## src/port0_pin_config_regs.vh

```
// Register offsets, field positions, reset values and mode codes of the port-0 pin configuration.
`ifndef PORT0_PIN_CONFIG_REGS_VH
`define PORT0_PIN_CONFIG_REGS_VH

// ----------------------------------------------------------------------
// Register byte offsets on the AXI4-Lite bus (index times four)
// ----------------------------------------------------------------------
`define P0_IDX_CTRL_MID      8'hC7
`define P0_IDX_CTRL_LOW      8'hC8
`define P0_IDX_PULLUP        8'hC9
`define P0_IDX_CTRL_HIGH     8'hC6
`define P0_IDX_PORT_DATA     8'hC0
`define P0_ADDR_CTRL_MID     10'h31C
`define P0_ADDR_CTRL_LOW     10'h320
`define P0_ADDR_PULLUP       10'h324
`define P0_ADDR_CTRL_HIGH    10'h318
`define P0_ADDR_PORT_DATA    10'h300

// ----------------------------------------------------------------------
// Reset values
// ----------------------------------------------------------------------
`define P0_RST_CTRL_MID      8'h00
`define P0_RST_CTRL_LOW      8'h00
`define P0_RST_PULLUP        8'h00
`define P0_RST_CTRL_HIGH     8'h00
`define P0_RST_PORT_DATA     8'h00

// ----------------------------------------------------------------------
// Field positions
// ----------------------------------------------------------------------
`define P0_MID_PIN5_HI       7
`define P0_MID_PIN5_LO       6
`define P0_MID_PIN4_HI       5
`define P0_MID_PIN4_LO       3
`define P0_MID_PIN3_HI       2
`define P0_MID_PIN3_LO       0
`define P0_LOW_PIN2_HI       5
`define P0_LOW_PIN2_LO       4
`define P0_LOW_PIN1_HI       3
`define P0_LOW_PIN1_LO       2
`define P0_LOW_PIN0_HI       1
`define P0_LOW_PIN0_LO       0
`define P0_HIGH_PIN5_PP      0
`define P0_LOW_USED_MASK     8'h3F
`define P0_HIGH_USED_MASK    8'h01

// ----------------------------------------------------------------------
// Decoded pin modes
// ----------------------------------------------------------------------
`define P0_MODE_INPUT        3'h0
`define P0_MODE_OPEN_DRAIN   3'h1
`define P0_MODE_ALT_ANALOG   3'h2
`define P0_MODE_ALT_OUT      3'h3
`define P0_MODE_PUSH_PULL    3'h4
`define P0_MODE_ALT_IN       3'h5

// ----------------------------------------------------------------------
// AXI responses
// ----------------------------------------------------------------------
`define P0_RESP_OKAY         2'h0
`define P0_RESP_SLVERR       2'h2

`endif

```

## src/pin_sync3.v

```verilog
// Three-stage synchroniser with agreement filter for one pin input.
`timescale 1ns/1ps

module pin_sync3 (
   input  wire i_clock,   // System clock.
   input  wire i_rst_b,   // Synchronous reset, active low.
   input  wire i_ce,      // Clock enable.
   input  wire i_pin,     // Asynchronous pin level.
   output wire o_level    // Filtered level.
);

   reg s1_ff;   // First stage, read only by the second.
   reg s2_ff;   // Second stage.
   reg s3_ff;   // Third stage.
   reg lvl_ff;  // Accepted level.

   // ----------------------------------------------------------------------
   // Shift chain and agreement filter
   // ----------------------------------------------------------------------
   // The level changes only once stages two and three agree.
   always @(posedge i_clock) begin
      if (!i_rst_b) begin
         s1_ff  <= 1'b0;
         s2_ff  <= 1'b0;
         s3_ff  <= 1'b0;
         lvl_ff <= 1'b0;
      end else if (i_ce) begin
         s1_ff <= i_pin;
         s2_ff <= s1_ff;
         s3_ff <= s2_ff;
         if (s2_ff == s3_ff) begin
            lvl_ff <= s3_ff;
         end
      end
   end

   assign o_level = lvl_ff;

endmodule

```

## src/pin_mode_decode.v

```verilog
// Decoder from one pin's control field to its pad driver signals.
`timescale 1ns/1ps
`include "port0_pin_config_regs.vh"

module pin_mode_decode (
   input  wire [2:0] i_mode,      // Decoded pin mode.
   input  wire       i_data,      // Port data bit for the pin.
   input  wire       i_alt_out,   // Peripheral output for the alternative mode.
   output wire       o_pad_out,   // Level driven on the pad.
   output wire       o_pad_oe,    // High while the pad is driven.
   output wire       o_analog     // High when the analog channel owns the pad.
);

   // ----------------------------------------------------------------------
   // Drive selection
   // ----------------------------------------------------------------------
   // Open drain drives only a low; push-pull drives both levels.
   assign o_pad_out = (i_mode == `P0_MODE_ALT_OUT) ? i_alt_out :
                      (i_mode == `P0_MODE_OPEN_DRAIN) ? 1'b0 : i_data;
   assign o_pad_oe  = (i_mode == `P0_MODE_PUSH_PULL) |
                      (i_mode == `P0_MODE_ALT_OUT) |
                      ((i_mode == `P0_MODE_OPEN_DRAIN) & ~i_data);
   assign o_analog  = (i_mode == `P0_MODE_ALT_ANALOG);

endmodule

```

## src/port0_pin_config.v

```verilog
// Port-0 pin configuration: control registers, pull-ups and pad drive over AXI4-Lite.
//
// Functional notes
// - Reset clears middle control register to zero.
// - Reset clears low control register to zero.
// - Pin-5 two-bit field selects four modes.
// - Pin-4 field: input, analog, serial clock.
// - Pin-3 field: input, analog, timer output.
// - Three-bit field top bit means push-pull.
// - Three-bit value 001 means open drain.
// - Pin-2 field: input, drain, analog, push-pull.
// - Pin-1 field: input, drain, suboscillator out.
// - Pin-0 field: input, drain, suboscillator in.
// - Pull-up register: one bit per pin.
// - High register bit 0 forces pin 5 push-pull.
// - Pull-up bit one connects the resistor.
// - Data drives outputs, reads inputs' pin state.
`timescale 1ns/1ps
`include "port0_pin_config_regs.vh"

module port0_pin_config (
   input  wire        i_clock,          // System clock, 10 MHz.
   input  wire        i_rst_b,          // Synchronous reset, active low.
   input  wire        i_ce,             // Clock enable; all state holds while low.
   input  wire [9:0]  i_awaddr,         // Write address.
   input  wire        i_awvalid,        // Write address valid.
   output wire        o_awready,        // Write address ready.
   input  wire [31:0] i_wdata,          // Write data.
   input  wire [3:0]  i_wstrb,          // Write byte strobes.
   input  wire        i_wvalid,         // Write data valid.
   output wire        o_wready,         // Write data ready.
   output wire [1:0]  o_bresp,          // Write response.
   output wire        o_bvalid,         // Write response valid.
   input  wire        i_bready,         // Write response ready.
   input  wire [9:0]  i_araddr,         // Read address.
   input  wire        i_arvalid,        // Read address valid.
   output wire        o_arready,        // Read address ready.
   output wire [31:0] o_rdata,          // Read data.
   output wire [1:0]  o_rresp,          // Read response.
   output wire        o_rvalid,         // Read data valid.
   input  wire        i_rready,         // Read data ready.
   input  wire [7:0]  i_pad_in,         // Pad levels of pins 0 to 7.
   output wire [5:0]  o_pad_out,        // Driven levels of pins 0 to 5.
   output wire [5:0]  o_pad_oe,         // Output enables of pins 0 to 5.
   output wire [7:0]  o_pullup_en,      // Pull-up connect per pin.
   output wire [5:0]  o_analog_sel,     // Analog channels 0..3 on pins 2..5, bits 2..5.
   input  wire        i_timer0_wave,    // Timer-0 wave output for pin 3.
   input  wire        i_timer1_wave,    // Timer-1 wave output for pin 5.
   input  wire        i_serial_clk,     // Serial clock output for pin 4.
   output wire        o_subosc_in_sel,  // Pin 0 given to the sub-oscillator input.
   output wire        o_subosc_out_sel, // Pin 1 given to the sub-oscillator output.
   output wire [5:0]  o_pin_level       // Synchronised pin levels for peripherals.
);

   // ----------------------------------------------------------------------
   // Registers
   // ----------------------------------------------------------------------
   reg  [7:0]  ctrl_mid_ff;    // Middle control register, pins 3 to 5.
   reg  [7:0]  ctrl_low_ff;    // Low control register, pins 0 to 2.
   reg  [7:0]  ctrl_high_ff;   // High control register, bit 0 only.
   reg  [7:0]  pullup_ff;      // Pull-up enable register.
   reg  [7:0]  data_ff;        // Port data register.
   reg         aw_ff;          // Write address held.
   reg  [9:0]  awaddr_ff;      // Held write address.
   reg         w_ff;           // Write data held.
   reg  [31:0] wdata_ff;       // Held write data.
   reg  [3:0]  wstrb_ff;       // Held write strobes.
   reg         bvalid_ff;      // Write response pending.
   reg  [1:0]  bresp_ff;       // Write response code.
   reg         rvalid_ff;      // Read response pending.
   reg  [31:0] rdata_ff;       // Read data.
   reg  [1:0]  rresp_ff;       // Read response code.
   reg  [2:0]  mode [0:5];     // Decoded mode per pin.
   reg  [2:0]  mid_mode [0:1]; // Decoded three-bit fields, pins 3 and 4.
   reg  [31:0] nxt_rdata;      // Read data being selected.
   reg  [2:0]  fld;            // Three-bit field being decoded.
   reg         nxt_rok;        // Read address mapped.
   wire [7:0]  level;          // Filtered pad levels.
   wire [5:0]  alt_out;        // Peripheral outputs per pin.
   wire        do_write;       // Both write halves held, response free.
   wire        wr_hit;         // Write address mapped.
   wire [7:0]  wbyte;          // Byte lane 0 of held write data.
   wire [7:0]  pin_read;       // Port data register as seen by reads.
   integer     k;              // Loop index.

   // ----------------------------------------------------------------------
   // Field decode
   // ----------------------------------------------------------------------
   // Turns each control field into a common mode code.
   always @* begin
      mid_mode[0] = 3'h0;
      mid_mode[1] = 3'h0;
      fld = 3'h0;
      for (k = 0; k < 2; k = k + 1) begin
         if (k == 0) begin
            fld = ctrl_mid_ff[`P0_MID_PIN3_HI:`P0_MID_PIN3_LO];
         end else begin
            fld = ctrl_mid_ff[`P0_MID_PIN4_HI:`P0_MID_PIN4_LO];
         end
         // Top bit set means push-pull whatever the low bits hold.
         if (fld[2]) begin
            mid_mode[k] = `P0_MODE_PUSH_PULL;
         end else if (fld[1:0] == 2'h1) begin
            mid_mode[k] = `P0_MODE_OPEN_DRAIN;
         end else if (fld[1:0] == 2'h2) begin
            mid_mode[k] = `P0_MODE_ALT_ANALOG;
         end else if (fld[1:0] == 2'h3) begin
            mid_mode[k] = `P0_MODE_ALT_OUT;
         end else begin
            mid_mode[k] = `P0_MODE_INPUT;
         end
      end
      mode[3] = mid_mode[0];
      mode[4] = mid_mode[1];
      // Pin 5: the high register bit overrides the two-bit field.
      if (ctrl_high_ff[`P0_HIGH_PIN5_PP]) begin
         mode[5] = `P0_MODE_PUSH_PULL;
      end else begin
         case (ctrl_mid_ff[`P0_MID_PIN5_HI:`P0_MID_PIN5_LO])
            2'h0:    mode[5] = `P0_MODE_INPUT;
            2'h1:    mode[5] = `P0_MODE_OPEN_DRAIN;
            2'h2:    mode[5] = `P0_MODE_ALT_ANALOG;
            default: mode[5] = `P0_MODE_ALT_OUT;
         endcase
      end
      case (ctrl_low_ff[`P0_LOW_PIN2_HI:`P0_LOW_PIN2_LO])
         2'h0:    mode[2] = `P0_MODE_INPUT;
         2'h1:    mode[2] = `P0_MODE_OPEN_DRAIN;
         2'h2:    mode[2] = `P0_MODE_ALT_ANALOG;
         default: mode[2] = `P0_MODE_PUSH_PULL;
      endcase
      case (ctrl_low_ff[`P0_LOW_PIN1_HI:`P0_LOW_PIN1_LO])
         2'h0:    mode[1] = `P0_MODE_INPUT;
         2'h1:    mode[1] = `P0_MODE_OPEN_DRAIN;
         2'h2:    mode[1] = `P0_MODE_ALT_IN;
         default: mode[1] = `P0_MODE_PUSH_PULL;
      endcase
      case (ctrl_low_ff[`P0_LOW_PIN0_HI:`P0_LOW_PIN0_LO])
         2'h0:    mode[0] = `P0_MODE_INPUT;
         2'h1:    mode[0] = `P0_MODE_OPEN_DRAIN;
         2'h2:    mode[0] = `P0_MODE_ALT_IN;
         default: mode[0] = `P0_MODE_PUSH_PULL;
      endcase
   end

   // Peripheral outputs routed to the pins that carry them.
   assign alt_out = {i_timer1_wave, i_serial_clk, i_timer0_wave, 3'h0};

   // ----------------------------------------------------------------------
   // Pad drivers and input synchronisers
   // ----------------------------------------------------------------------
   genvar g;
   generate
      for (g = 0; g < 6; g = g + 1) begin : pad
         // Push-pull and open-drain pins follow the port data register; alternative-output pins follow their peripheral.
         pin_mode_decode u_dec (
            .i_mode    (mode[g]),
            .i_data    (data_ff[g]),
            .i_alt_out (alt_out[g]),
            .o_pad_out (o_pad_out[g]),
            .o_pad_oe  (o_pad_oe[g]),
            .o_analog  (o_analog_sel[g])
         );
      end
      for (g = 0; g < 8; g = g + 1) begin : syn
         pin_sync3 u_sync (
            .i_clock (i_clock),
            .i_rst_b (i_rst_b),
            .i_ce    (i_ce),
            .i_pin   (i_pad_in[g]),
            .o_level (level[g])
         );
      end
   endgenerate

   // A one in the pull-up register connects the resistor.
   assign o_pullup_en      = pullup_ff;
   assign o_subosc_in_sel  = (mode[0] == `P0_MODE_ALT_IN);
   assign o_subosc_out_sel = (mode[1] == `P0_MODE_ALT_IN);
   assign o_pin_level      = level[5:0];

   // Pins 0 to 5 read their pad in input mode, their data bit otherwise; pins 6 and 7
   // are controlled elsewhere and always read their pad.
   generate
      for (g = 0; g < 6; g = g + 1) begin : rd
         assign pin_read[g] = (mode[g] == `P0_MODE_INPUT) ? level[g] : data_ff[g];
      end
   endgenerate
   assign pin_read[7:6] = level[7:6];

   // ----------------------------------------------------------------------
   // AXI4-Lite write channel
   // ----------------------------------------------------------------------
   assign o_awready = ~aw_ff;
   assign o_wready  = ~w_ff;
   assign o_bvalid  = bvalid_ff;
   assign o_bresp   = bresp_ff;
   assign do_write  = aw_ff & w_ff & ~bvalid_ff;
   assign wbyte     = wdata_ff[7:0];
   assign wr_hit    = (awaddr_ff == `P0_ADDR_CTRL_MID) |
                      (awaddr_ff == `P0_ADDR_CTRL_LOW) |
                      (awaddr_ff == `P0_ADDR_PULLUP) |
                      (awaddr_ff == `P0_ADDR_CTRL_HIGH) |
                      (awaddr_ff == `P0_ADDR_PORT_DATA);

   // Takes address and data in either order, writes once both are held.
   always @(posedge i_clock) begin
      if (!i_rst_b) begin
         // All registers to reset values.
         aw_ff        <= 1'b0;
         awaddr_ff    <= 10'h000;
         w_ff         <= 1'b0;
         wdata_ff     <= 32'h00000000;
         wstrb_ff     <= 4'h0;
         bvalid_ff    <= 1'b0;
         bresp_ff     <= `P0_RESP_OKAY;
         ctrl_mid_ff  <= `P0_RST_CTRL_MID;
         ctrl_low_ff  <= `P0_RST_CTRL_LOW;
         ctrl_high_ff <= `P0_RST_CTRL_HIGH;
         pullup_ff    <= `P0_RST_PULLUP;
         data_ff      <= `P0_RST_PORT_DATA;
      end else if (i_ce) begin
         // Take an address if none is held.
         if (i_awvalid && !aw_ff) begin
            aw_ff     <= 1'b1;
            awaddr_ff <= i_awaddr;
         end
         // Take write data if none is held.
         if (i_wvalid && !w_ff) begin
            w_ff     <= 1'b1;
            wdata_ff <= i_wdata;
            wstrb_ff <= i_wstrb;
         end
         if (do_write) begin
            // Commit the write and answer.
            aw_ff     <= 1'b0;
            w_ff      <= 1'b0;
            bvalid_ff <= 1'b1;
            bresp_ff  <= wr_hit ? `P0_RESP_OKAY : `P0_RESP_SLVERR;
            // Only byte lane 0 carries register bits.
            if (wstrb_ff[0]) begin
               case (awaddr_ff)
                  `P0_ADDR_CTRL_MID:  ctrl_mid_ff  <= wbyte;
                  `P0_ADDR_CTRL_LOW:  ctrl_low_ff  <= wbyte & `P0_LOW_USED_MASK;
                  `P0_ADDR_CTRL_HIGH: ctrl_high_ff <= wbyte & `P0_HIGH_USED_MASK;
                  `P0_ADDR_PULLUP:    pullup_ff    <= wbyte;
                  `P0_ADDR_PORT_DATA: data_ff      <= wbyte;
                  default:            data_ff      <= data_ff;
               endcase
            end
         end else if (bvalid_ff && i_bready) begin
            // The master took the answer.
            bvalid_ff <= 1'b0;
         end
      end
   end

   // ----------------------------------------------------------------------
   // AXI4-Lite read channel
   // ----------------------------------------------------------------------
   assign o_arready = ~rvalid_ff;
   assign o_rvalid  = rvalid_ff;
   assign o_rdata   = rdata_ff;
   assign o_rresp   = rresp_ff;

   // Picks the read word and flags an unmapped address.
   always @* begin
      nxt_rdata = 32'h00000000;
      nxt_rok   = 1'b1;
      case (i_araddr)
         `P0_ADDR_CTRL_MID:  nxt_rdata = {24'h000000, ctrl_mid_ff};
         `P0_ADDR_CTRL_LOW:  nxt_rdata = {24'h000000, ctrl_low_ff};
         `P0_ADDR_CTRL_HIGH: nxt_rdata = {24'h000000, ctrl_high_ff};
         `P0_ADDR_PULLUP:    nxt_rdata = {24'h000000, pullup_ff};
         `P0_ADDR_PORT_DATA: nxt_rdata = {24'h000000, pin_read};
         default:            nxt_rok   = 1'b0;
      endcase
   end

   // Registers one read at a time; answer one cycle after the address.
   always @(posedge i_clock) begin
      if (!i_rst_b) begin
         // No answer pending after reset.
         rvalid_ff <= 1'b0;
         rdata_ff  <= 32'h00000000;
         rresp_ff  <= `P0_RESP_OKAY;
      end else if (i_ce) begin
         if (i_arvalid && !rvalid_ff) begin
            // Answer stands from the next edge.
            rvalid_ff <= 1'b1;
            rdata_ff  <= nxt_rdata;
            rresp_ff  <= nxt_rok ? `P0_RESP_OKAY : `P0_RESP_SLVERR;
         end else if (rvalid_ff && i_rready) begin
            // The master took the answer.
            rvalid_ff <= 1'b0;
         end
      end
   end

endmodule

```

## config.mk

```make
export PLATFORM = sky130hd
export DESIGN_NAME = port0_pin_config
export DESIGN_NICKNAME = d
export VERILOG_FILES = /design/src/pin_sync3.v /design/src/pin_mode_decode.v /design/src/port0_pin_config.v
export VERILOG_INCLUDE_DIRS = /design/src
export SDC_FILE = /design/constraint.sdc
export NUM_CORES = 1
export LEC_CHECK = 0
export ABC_AREA = 0
export BUFFER_PORTS_ARGS = -buffer_cell sky130_fd_sc_hd__buf_2
export CAP_MARGIN = 15
export CORE_ASPECT_RATIO = 0.8
export CORE_MARGIN = 2
export CORE_UTILIZATION = 51
export DETAILED_ROUTE_END_ITERATION = 12
export MAX_ROUTING_LAYER = met4
export PLACE_DENSITY_LB_ADDON = 0.05
export SYNTH_ARGS = -nofsm -noshare
export SYNTH_HDL_FRONTEND = slang
export SYNTH_SLANG_ARGS = --single-unit
```

## constraint.sdc

```tcl
create_clock -name i_clock -period 2.05 [get_ports i_clock]
set_input_delay 0 -clock i_clock [delete_from_list [all_inputs] [get_ports i_clock]]
set_output_delay 0 -clock i_clock [all_outputs]
set_load 0.1 [all_outputs]
```

==> impl_metrics.env, run 1 <==
export IMPL_met3_usage_pct=5.08
export IMPL_syn_inst=520
export IMPL_power_density_nw_per_um2=700
export IMPL_grt_pass1_vias=3408
export IMPL_crit_path_end_kind="flip-flop"
export IMPL_clock_path_buffers=2
export IMPL_rows=30
export IMPL_yosys_area_top_type="dfxtp_1"
export IMPL_ant_nets=0
export IMPL_core_sq_um=8600
export IMPL_crit_path_cell_trace="nor4b_1, nand3b_1, or4_4, mux2i_1"
export IMPL_synthAdderAreaFrac_pct=0
export IMPL_die_x_microns=110
export IMPL_period_needed_ns=1.81
export IMPL_detailedRoute_firstIterationViolations=279
export IMPL_ys_warnings_count=0
export IMPL_whs_ns=0.0753
export IMPL_drive_above_1_share_pct=21.4
export IMPL_ys_flop_type="dfxtp_1"
export IMPL_status="completed"
export IMPL_avgSynthCellArea_sq_um=8.83
export IMPL_grt_first_pass_wirelength_microns=17000
export IMPL_synth_top_family_by_area="simple AND/OR/NAND/NOR gates"
export IMPL_async_flop_share_pct=0
export IMPL_peakVddDrop_mv=0.396
export IMPL_ios=150
export IMPL_fin_ws_ns=0.239
export IMPL_path_clk_slew_ns=0.09
export IMPL_ys_ff_latch=94
export IMPL_cp_arrival_ns=2.06
export IMPL_grt_util_met1_pct=33.2
export IMPL_antenna_found_initial=0
export IMPL_cts_buffers=9
export IMPL_use_met2_pct=34.1
export IMPL_final_setup_tns_ns=0
export IMPL_htree_num_levels=3
export IMPL_gp_congestion=0.810
export IMPL_track_usage_pct=23.6
export IMPL_leakagePower_nw=2.54
export IMPL_wl_microns=10900
export IMPL_syn_area_sq_um=4590
export IMPL_synth_common_cells="nand2_1, dfxtp_1, mux2i_1, buf_4, a21boi_0"
export IMPL_cts_sinks=94
export IMPL_detailed_place_hpwl_microns=7720
export IMPL_path_class="reg2reg"
export IMPL_synth_simple_area_share_pct=20.0
export IMPL_post_drt_via_cell_ratio=5.14
export IMPL_synth_yosys_seq_area_share_pct=41.0
export IMPL_maxSlewHeadroom_pct=60.5
export IMPL_rsz0062_at_grt="no"
export IMPL_finalMaxSlewViolations=0
export IMPL_setup_viol=0
export IMPL_finalClockSkew_ns=0.0119
export IMPL_maxCapViolCount=0
export IMPL_clockRootBuffer="clkbuf_8"
export IMPL_max_stage_delay_ns=0.62
export IMPL_final_area_sq_um=5410
export IMPL_num_antenna_cells=0
export IMPL_post_drt_wl_per_cell_microns=14.8
export IMPL_cts_setup_buffers=0
export IMPL_finalNetCount=692
export IMPL_cpMaxStageDelayCell="or4_4"
export IMPL_place_area_sq_um=4900
export IMPL_grt_overflow=0
export IMPL_vias=3771
export IMPL_synth_edff_count=0
export IMPL_synth_most_common_cell="nand2_1"
export IMPL_cp_required_ns=2.30
export IMPL_fmax_ghz=0.552
export IMPL_globalRoute_busiestLayer="met2"
export IMPL_port_buffer_count=94
export IMPL_worst_slew_pin_slew_ns=0.591
export IMPL_first_pass_iters=4
export IMPL_synth_area_mux_share_pct=12.8
export IMPL_cp_start_kind="flip-flop"
export IMPL_synth_top_area_share_pct=41.0
export IMPL_synth_area_leaders="dfxtp_1, mux2i_1, buf_4, nand2_1, a21boi_0"
export IMPL_dieArea_sq_um=9780
export IMPL_layoutNonFillerInstCount=734
export IMPL_placed_cells=687
export IMPL_hold_viol=0
export IMPL_grt_max_degree=49
export IMPL_yosysUniqueCellTypes=43
export IMPL_floorplan_initialDensity_pct=53.4
export IMPL_synthXorXnorAreaFrac_pct=0
export IMPL_hold_class="in2reg"
export IMPL_cts_tree="done"
export IMPL_clock_latency_ns=0.36
export IMPL_syn_to_final_growth_pct=17.8
export IMPL_worstPathMaxFanout=6
export IMPL_min_period_over_period_pct=88.4
export IMPL_synth_compound_area_share_pct=14.7
export IMPL_fp_dieH_microns=88.9
export IMPL_preCtsSetupSlack_ns=0.0809
export IMPL_drc=0
==> path summary, 6_finish.rpt <==
| path | from | endpoint | slack, ns | cells past startpoint |
|---|---|---|---|---|
| max | awaddr_ff[0] | data_ff[2] | 0.24 | 4 |
| min reg2reg | awaddr_ff[6] | awaddr_ff[6] | 0.47 | 2 |
| min | i_araddr[6] | o_rresp[1] | 0.08 | 4 |
| max reg2reg | awaddr_ff[0] | data_ff[2] | 0.24 | 4 |
==> cell type report <==
type / instances / area [sq um]
Tap cell: 112 / 140
Multi-Input combinational cell: 369 / 2290
Sequential cell: 94 / 1880
Clock buffer: 12 / 155
Fill cell: 760 / 3190
Timing Repair Buffer: 132 / 846
Clock inverter: 4 / 45.0
Inverter: 11 / 45.0
==> flip-flops by register name, summed over array words and instances, names as in the netlist <==
signal,cells
syn.u_sync.o_level,8
data_ff,6
aw_ff,1
o_bvalid,1
syn.u_sync.s1_ff,8
awaddr_ff,10
o_rresp,1
o_rvalid,1
o_bresp,1
wstrb_ff,1
ctrl_high_ff,1
o_rdata,8
syn.u_sync.s3_ff,8
ctrl_low_ff,6
syn.u_sync.s2_ff,8
wdata_ff,8
o_pullup_en,8
w_ff,1
ctrl_mid_ff,8
==> repair_timing <==
action / in CTS / in global routing
endpoints found under the hold margin: 31 / 0
hold buffers: 31 / 0
endpoints found under the setup margin: 0 / 6
resized for setup: 0 / 1
==> layout by cell type, fill, tap and decap left out, types with 12 or more instances in the layout <==
cell           Yosys  routed
a21oi_1           14      14
nor2_1            12      12
buf_2              1      94
mux2i_1           52      52
dlygate4sd3_1      0      31
a21boi_0          33      33
dfxtp_1           94      92
nor2b_1           27      26
conb_1             1      28
o21ai_0           19      19
nand2_1           96      96
==> worst max-delay path, delay by kind of cell (launching register included) <==
family,cells,cell delay (ns)
flops,1,0.31
mux,1,0.16
simple gates,3,1.23
==> per-layer routing <==
metal | wire length (microns) | up-vias
li1 | - | 1892
met1 | 5240 | 1742
met2 | 4790 | 130
met3 | 761 | 7
met4 | 81 | 0
met5 | 0 | -
==> through the flow <==
| step | total power [mW] | utilization [%] |
|---|---|---|
| floorplan | 2.46 | - |
| global placement | 2.53 | 57.0 |
| detailed placement | 2.54 | 57.0 |
| CTS | 3.82 | 62.9 |
| global route | 3.92 | 62.9 |
| finish | 3.79 | 62.9 |
==> cells by family after synthesis <==
group	count (synthesis)
other	1
buffers and inverters	84
multiplexers	58
AND/OR/NAND/NOR	183
flip-flops	94
AO/OA/AOI/OAI	100
==> power by group <==
| group | internal (mW) | switching (mW) |
|---|---|---|
| clock | 0.625 | 0.620 |
| combinational | 0.158 | 0.480 |
| sequential | 1.87 | 0.0304 |
| total | 2.66 | 1.13 |
Power figures use the tool's default switching activity.
==> run 2: changes to the inputs <==
Settings changed: ABC_AREA 0 to 1, CORE_MARGIN 2 to 4, RECOVER_POWER set to 100.
==> run 2 against run 1 <==
Net effect:
- worst hold slack better by 0.0057 ns
- critical path depth is 1 higher
- die area is 7.1% higher
- clock-buffer cell count is 3 lower
- wire length is 6.8% higher
- final area is 3.3% lower
- synthesized cell count is 24% higher
- combinational power is 5.2% higher
- non-clock buffer count is 2 lower
- sequential cell count stayed put
==> impl_metrics.env, run 2 <==
export IMPL_cts_tree="done"
export IMPL_placed_cells=811
export IMPL_cp_start_kind="flip-flop"
export IMPL_htree_num_levels=3
export IMPL_ys_flop_type="dfxtp_1"
export IMPL_synth_top_area_share_pct=41.5
export IMPL_power_density_nw_per_um2=720
export IMPL_port_buffer_count=94
export IMPL_wl_microns=11600
export IMPL_yosysUniqueCellTypes=34
export IMPL_synth_common_cells="nor2_1, dfxtp_1, o21ai_0, nand2_1, buf_4"
export IMPL_ant_nets=0
export IMPL_grt_first_pass_wirelength_microns=18500
export IMPL_track_usage_pct=22.4
export IMPL_grt_max_degree=75
export IMPL_synth_most_common_cell="nor2_1"
export IMPL_rr_worst_depth=5
export IMPL_cts_sinks=94
export IMPL_fmax_ghz=0.592
export IMPL_maxSlewHeadroom_pct=19.8
export IMPL_layoutNonFillerInstCount=859
export IMPL_utilization_pct=61.2
export IMPL_worstPathMaxFanout=8
export IMPL_synth_area_leaders="dfxtp_1, nor2_1, o21ai_0, buf_4, nand2_1"
export IMPL_post_drt_via_cell_ratio=4.99
export IMPL_regMostFlops="awaddr_ff"
export IMPL_ios=150
export IMPL_grt_overflow=0
export IMPL_dieArea_sq_um=10500
export IMPL_hold_depth=3
export IMPL_gp_congestion=0.852
export IMPL_first_pass_iters=5
export IMPL_ys_ff_latch=94
export IMPL_clock_latency_ns=0.36
export IMPL_hold_viol=0
export IMPL_yosys_area_top_type="dfxtp_1"
export IMPL_syn_inst=643
export IMPL_final_common_cell="nor2_1"
export IMPL_rsz0062_at_grt="no"
export IMPL_period_needed_ns=1.69
export IMPL_power_total_mw=3.77
export IMPL_floorplan_initialDensity_pct=53.0
export IMPL_maxCapViolCount=0
export IMPL_detailedRoute_firstIterationViolations=270
export IMPL_leakagePower_nw=2.28
export IMPL_synth_edff_count=0
export IMPL_cts_setup_buffers=0
export IMPL_synth_yosys_seq_area_share_pct=41.5
export IMPL_whs_ns=0.0810
export IMPL_vias=4284
export IMPL_cp_required_ns=2.30
export IMPL_ys_warnings_count=0
export IMPL_grt_pass1_vias=3798
export IMPL_clockRootBuffer="clkbuf_8"
export IMPL_avgSynthCellArea_sq_um=7.05
export IMPL_crit_path_end_kind="flip-flop"
export IMPL_final_setup_tns_ns=0
export IMPL_min_period_over_period_pct=82.4
export IMPL_setup_viol=0
export IMPL_rows=30
export IMPL_peakVddDrop_mv=0.402
export IMPL_worst_slew_pin_slew_ns=1.20
export IMPL_async_flop_share_pct=0
export IMPL_largest_register_ffs=10
export IMPL_finalMaxSlewViolations=0
export IMPL_fp_dieH_microns=92.4
export IMPL_finalClockSkew_ns=0.00746
export IMPL_path_clk_slew_ns=0.10
export IMPL_hold_class="in2reg"
export IMPL_drive_above_1_share_pct=13.1
export IMPL_clock_path_buffers=2
export IMPL_finalNetCount=817
export IMPL_drc=0
export IMPL_status="completed"
export IMPL_core_sq_um=8560
export IMPL_syn_area_sq_um=4540
export IMPL_path_class="reg2reg"
export IMPL_post_drt_wl_per_cell_microns=13.5
export IMPL_num_antenna_cells=0
export IMPL_die_x_microns=113
export IMPL_layout_common_cells="nor2_1, dfxtp_1, o21ai_0"
export IMPL_antenna_found_initial=0
export IMPL_syn_to_final_growth_pct=15.4
export IMPL_cts_buffers=9
export IMPL_detailed_place_hpwl_microns=8350
export IMPL_cp_arrival_ns=1.94
==> run 2: power breakdown <==
| part | internal, mW | leakage (nW) | total (mW) | switching (mW) |
|---|---|---|---|---|
| Sequential | 1.89 | 0.767 | 1.94 | 0.0501 |
| Clock | 0.458 | 0.0853 | 1.16 | 0.698 |
| Combinational | 0.145 | 1.43 | 0.671 | 0.526 |
| Total | 2.50 | 2.28 | 3.77 | 1.27 |
==> run 2: critical path, cell delays in order, from the launching register on <==
cell and delay, ns:
dfxtp_1 0.37, nand4_1 0.35, nor2_8 0.25, nand4_1 0.33, nor2_1 0.20, nor2_1 0.07
==> run 2: kinds of logic after synthesis <==
| kind of cell | share of synthesized area, % |
|---|---|
| AND/OR/NAND/NOR | 26.8 |
| AO/OA/AOI/OAI | 17.1 |
| buffers and inverters | 14.5 |
| flip-flops | 41.5 |
| other | 0.0827 |
==> run 2: cell type report <==
| cell class | instances | area (sq um) |
|---|---|---|
| Clock buffer | 9 | 124 |
| Clock inverter | 7 | 58.8 |
| Fill cell | 840 | 3320 |
| Inverter | 51 | 198 |
| Multi-Input combinational cell | 456 | 2060 |
| Sequential cell | 94 | 1880 |
| Tap cell | 112 | 140 |
| Timing Repair Buffer | 130 | 773 |
==> run 2: per-layer routing <==
metal	GRT usage, %	share of wire (%)	up-vias
met4	4.00	0.82	0
met3	4.83	6.7	9
met2	35.4	44	161
li1	-	-	2200
met5	-	0	-
met1	30.1	48	1914
==> run 2: worst paths after layout <==
path	start	endpoint	slack, ns
setup / recovery	aw_ff	ctrl_mid_ff[5]	0.36
hold reg to reg	syn[5].u_sync.s3_ff	syn[5].u_sync.o_level	0.46
setup reg to reg	aw_ff	ctrl_mid_ff[5]	0.36
hold / removal	i_ce	w_ff	0.08
==> run 2: metrics by stage <==
step | setup slack [ns] | area (sq um)
4_1_cts | 0.473 | 5320
3_3_place_gp | 0.634 | 4820
3_5_place_dp | 0.550 | 4820
5_1_grt | 0.187 | 5230
2_1_floorplan | 0.130 | 4640
6_report | 0.360 | 5230
==> run 2: repair_timing <==
item | CTS | global route
hold endpoints to repair | 31 | 0
hold buffers | 32 | 0
gates resized for setup | 0 | 0
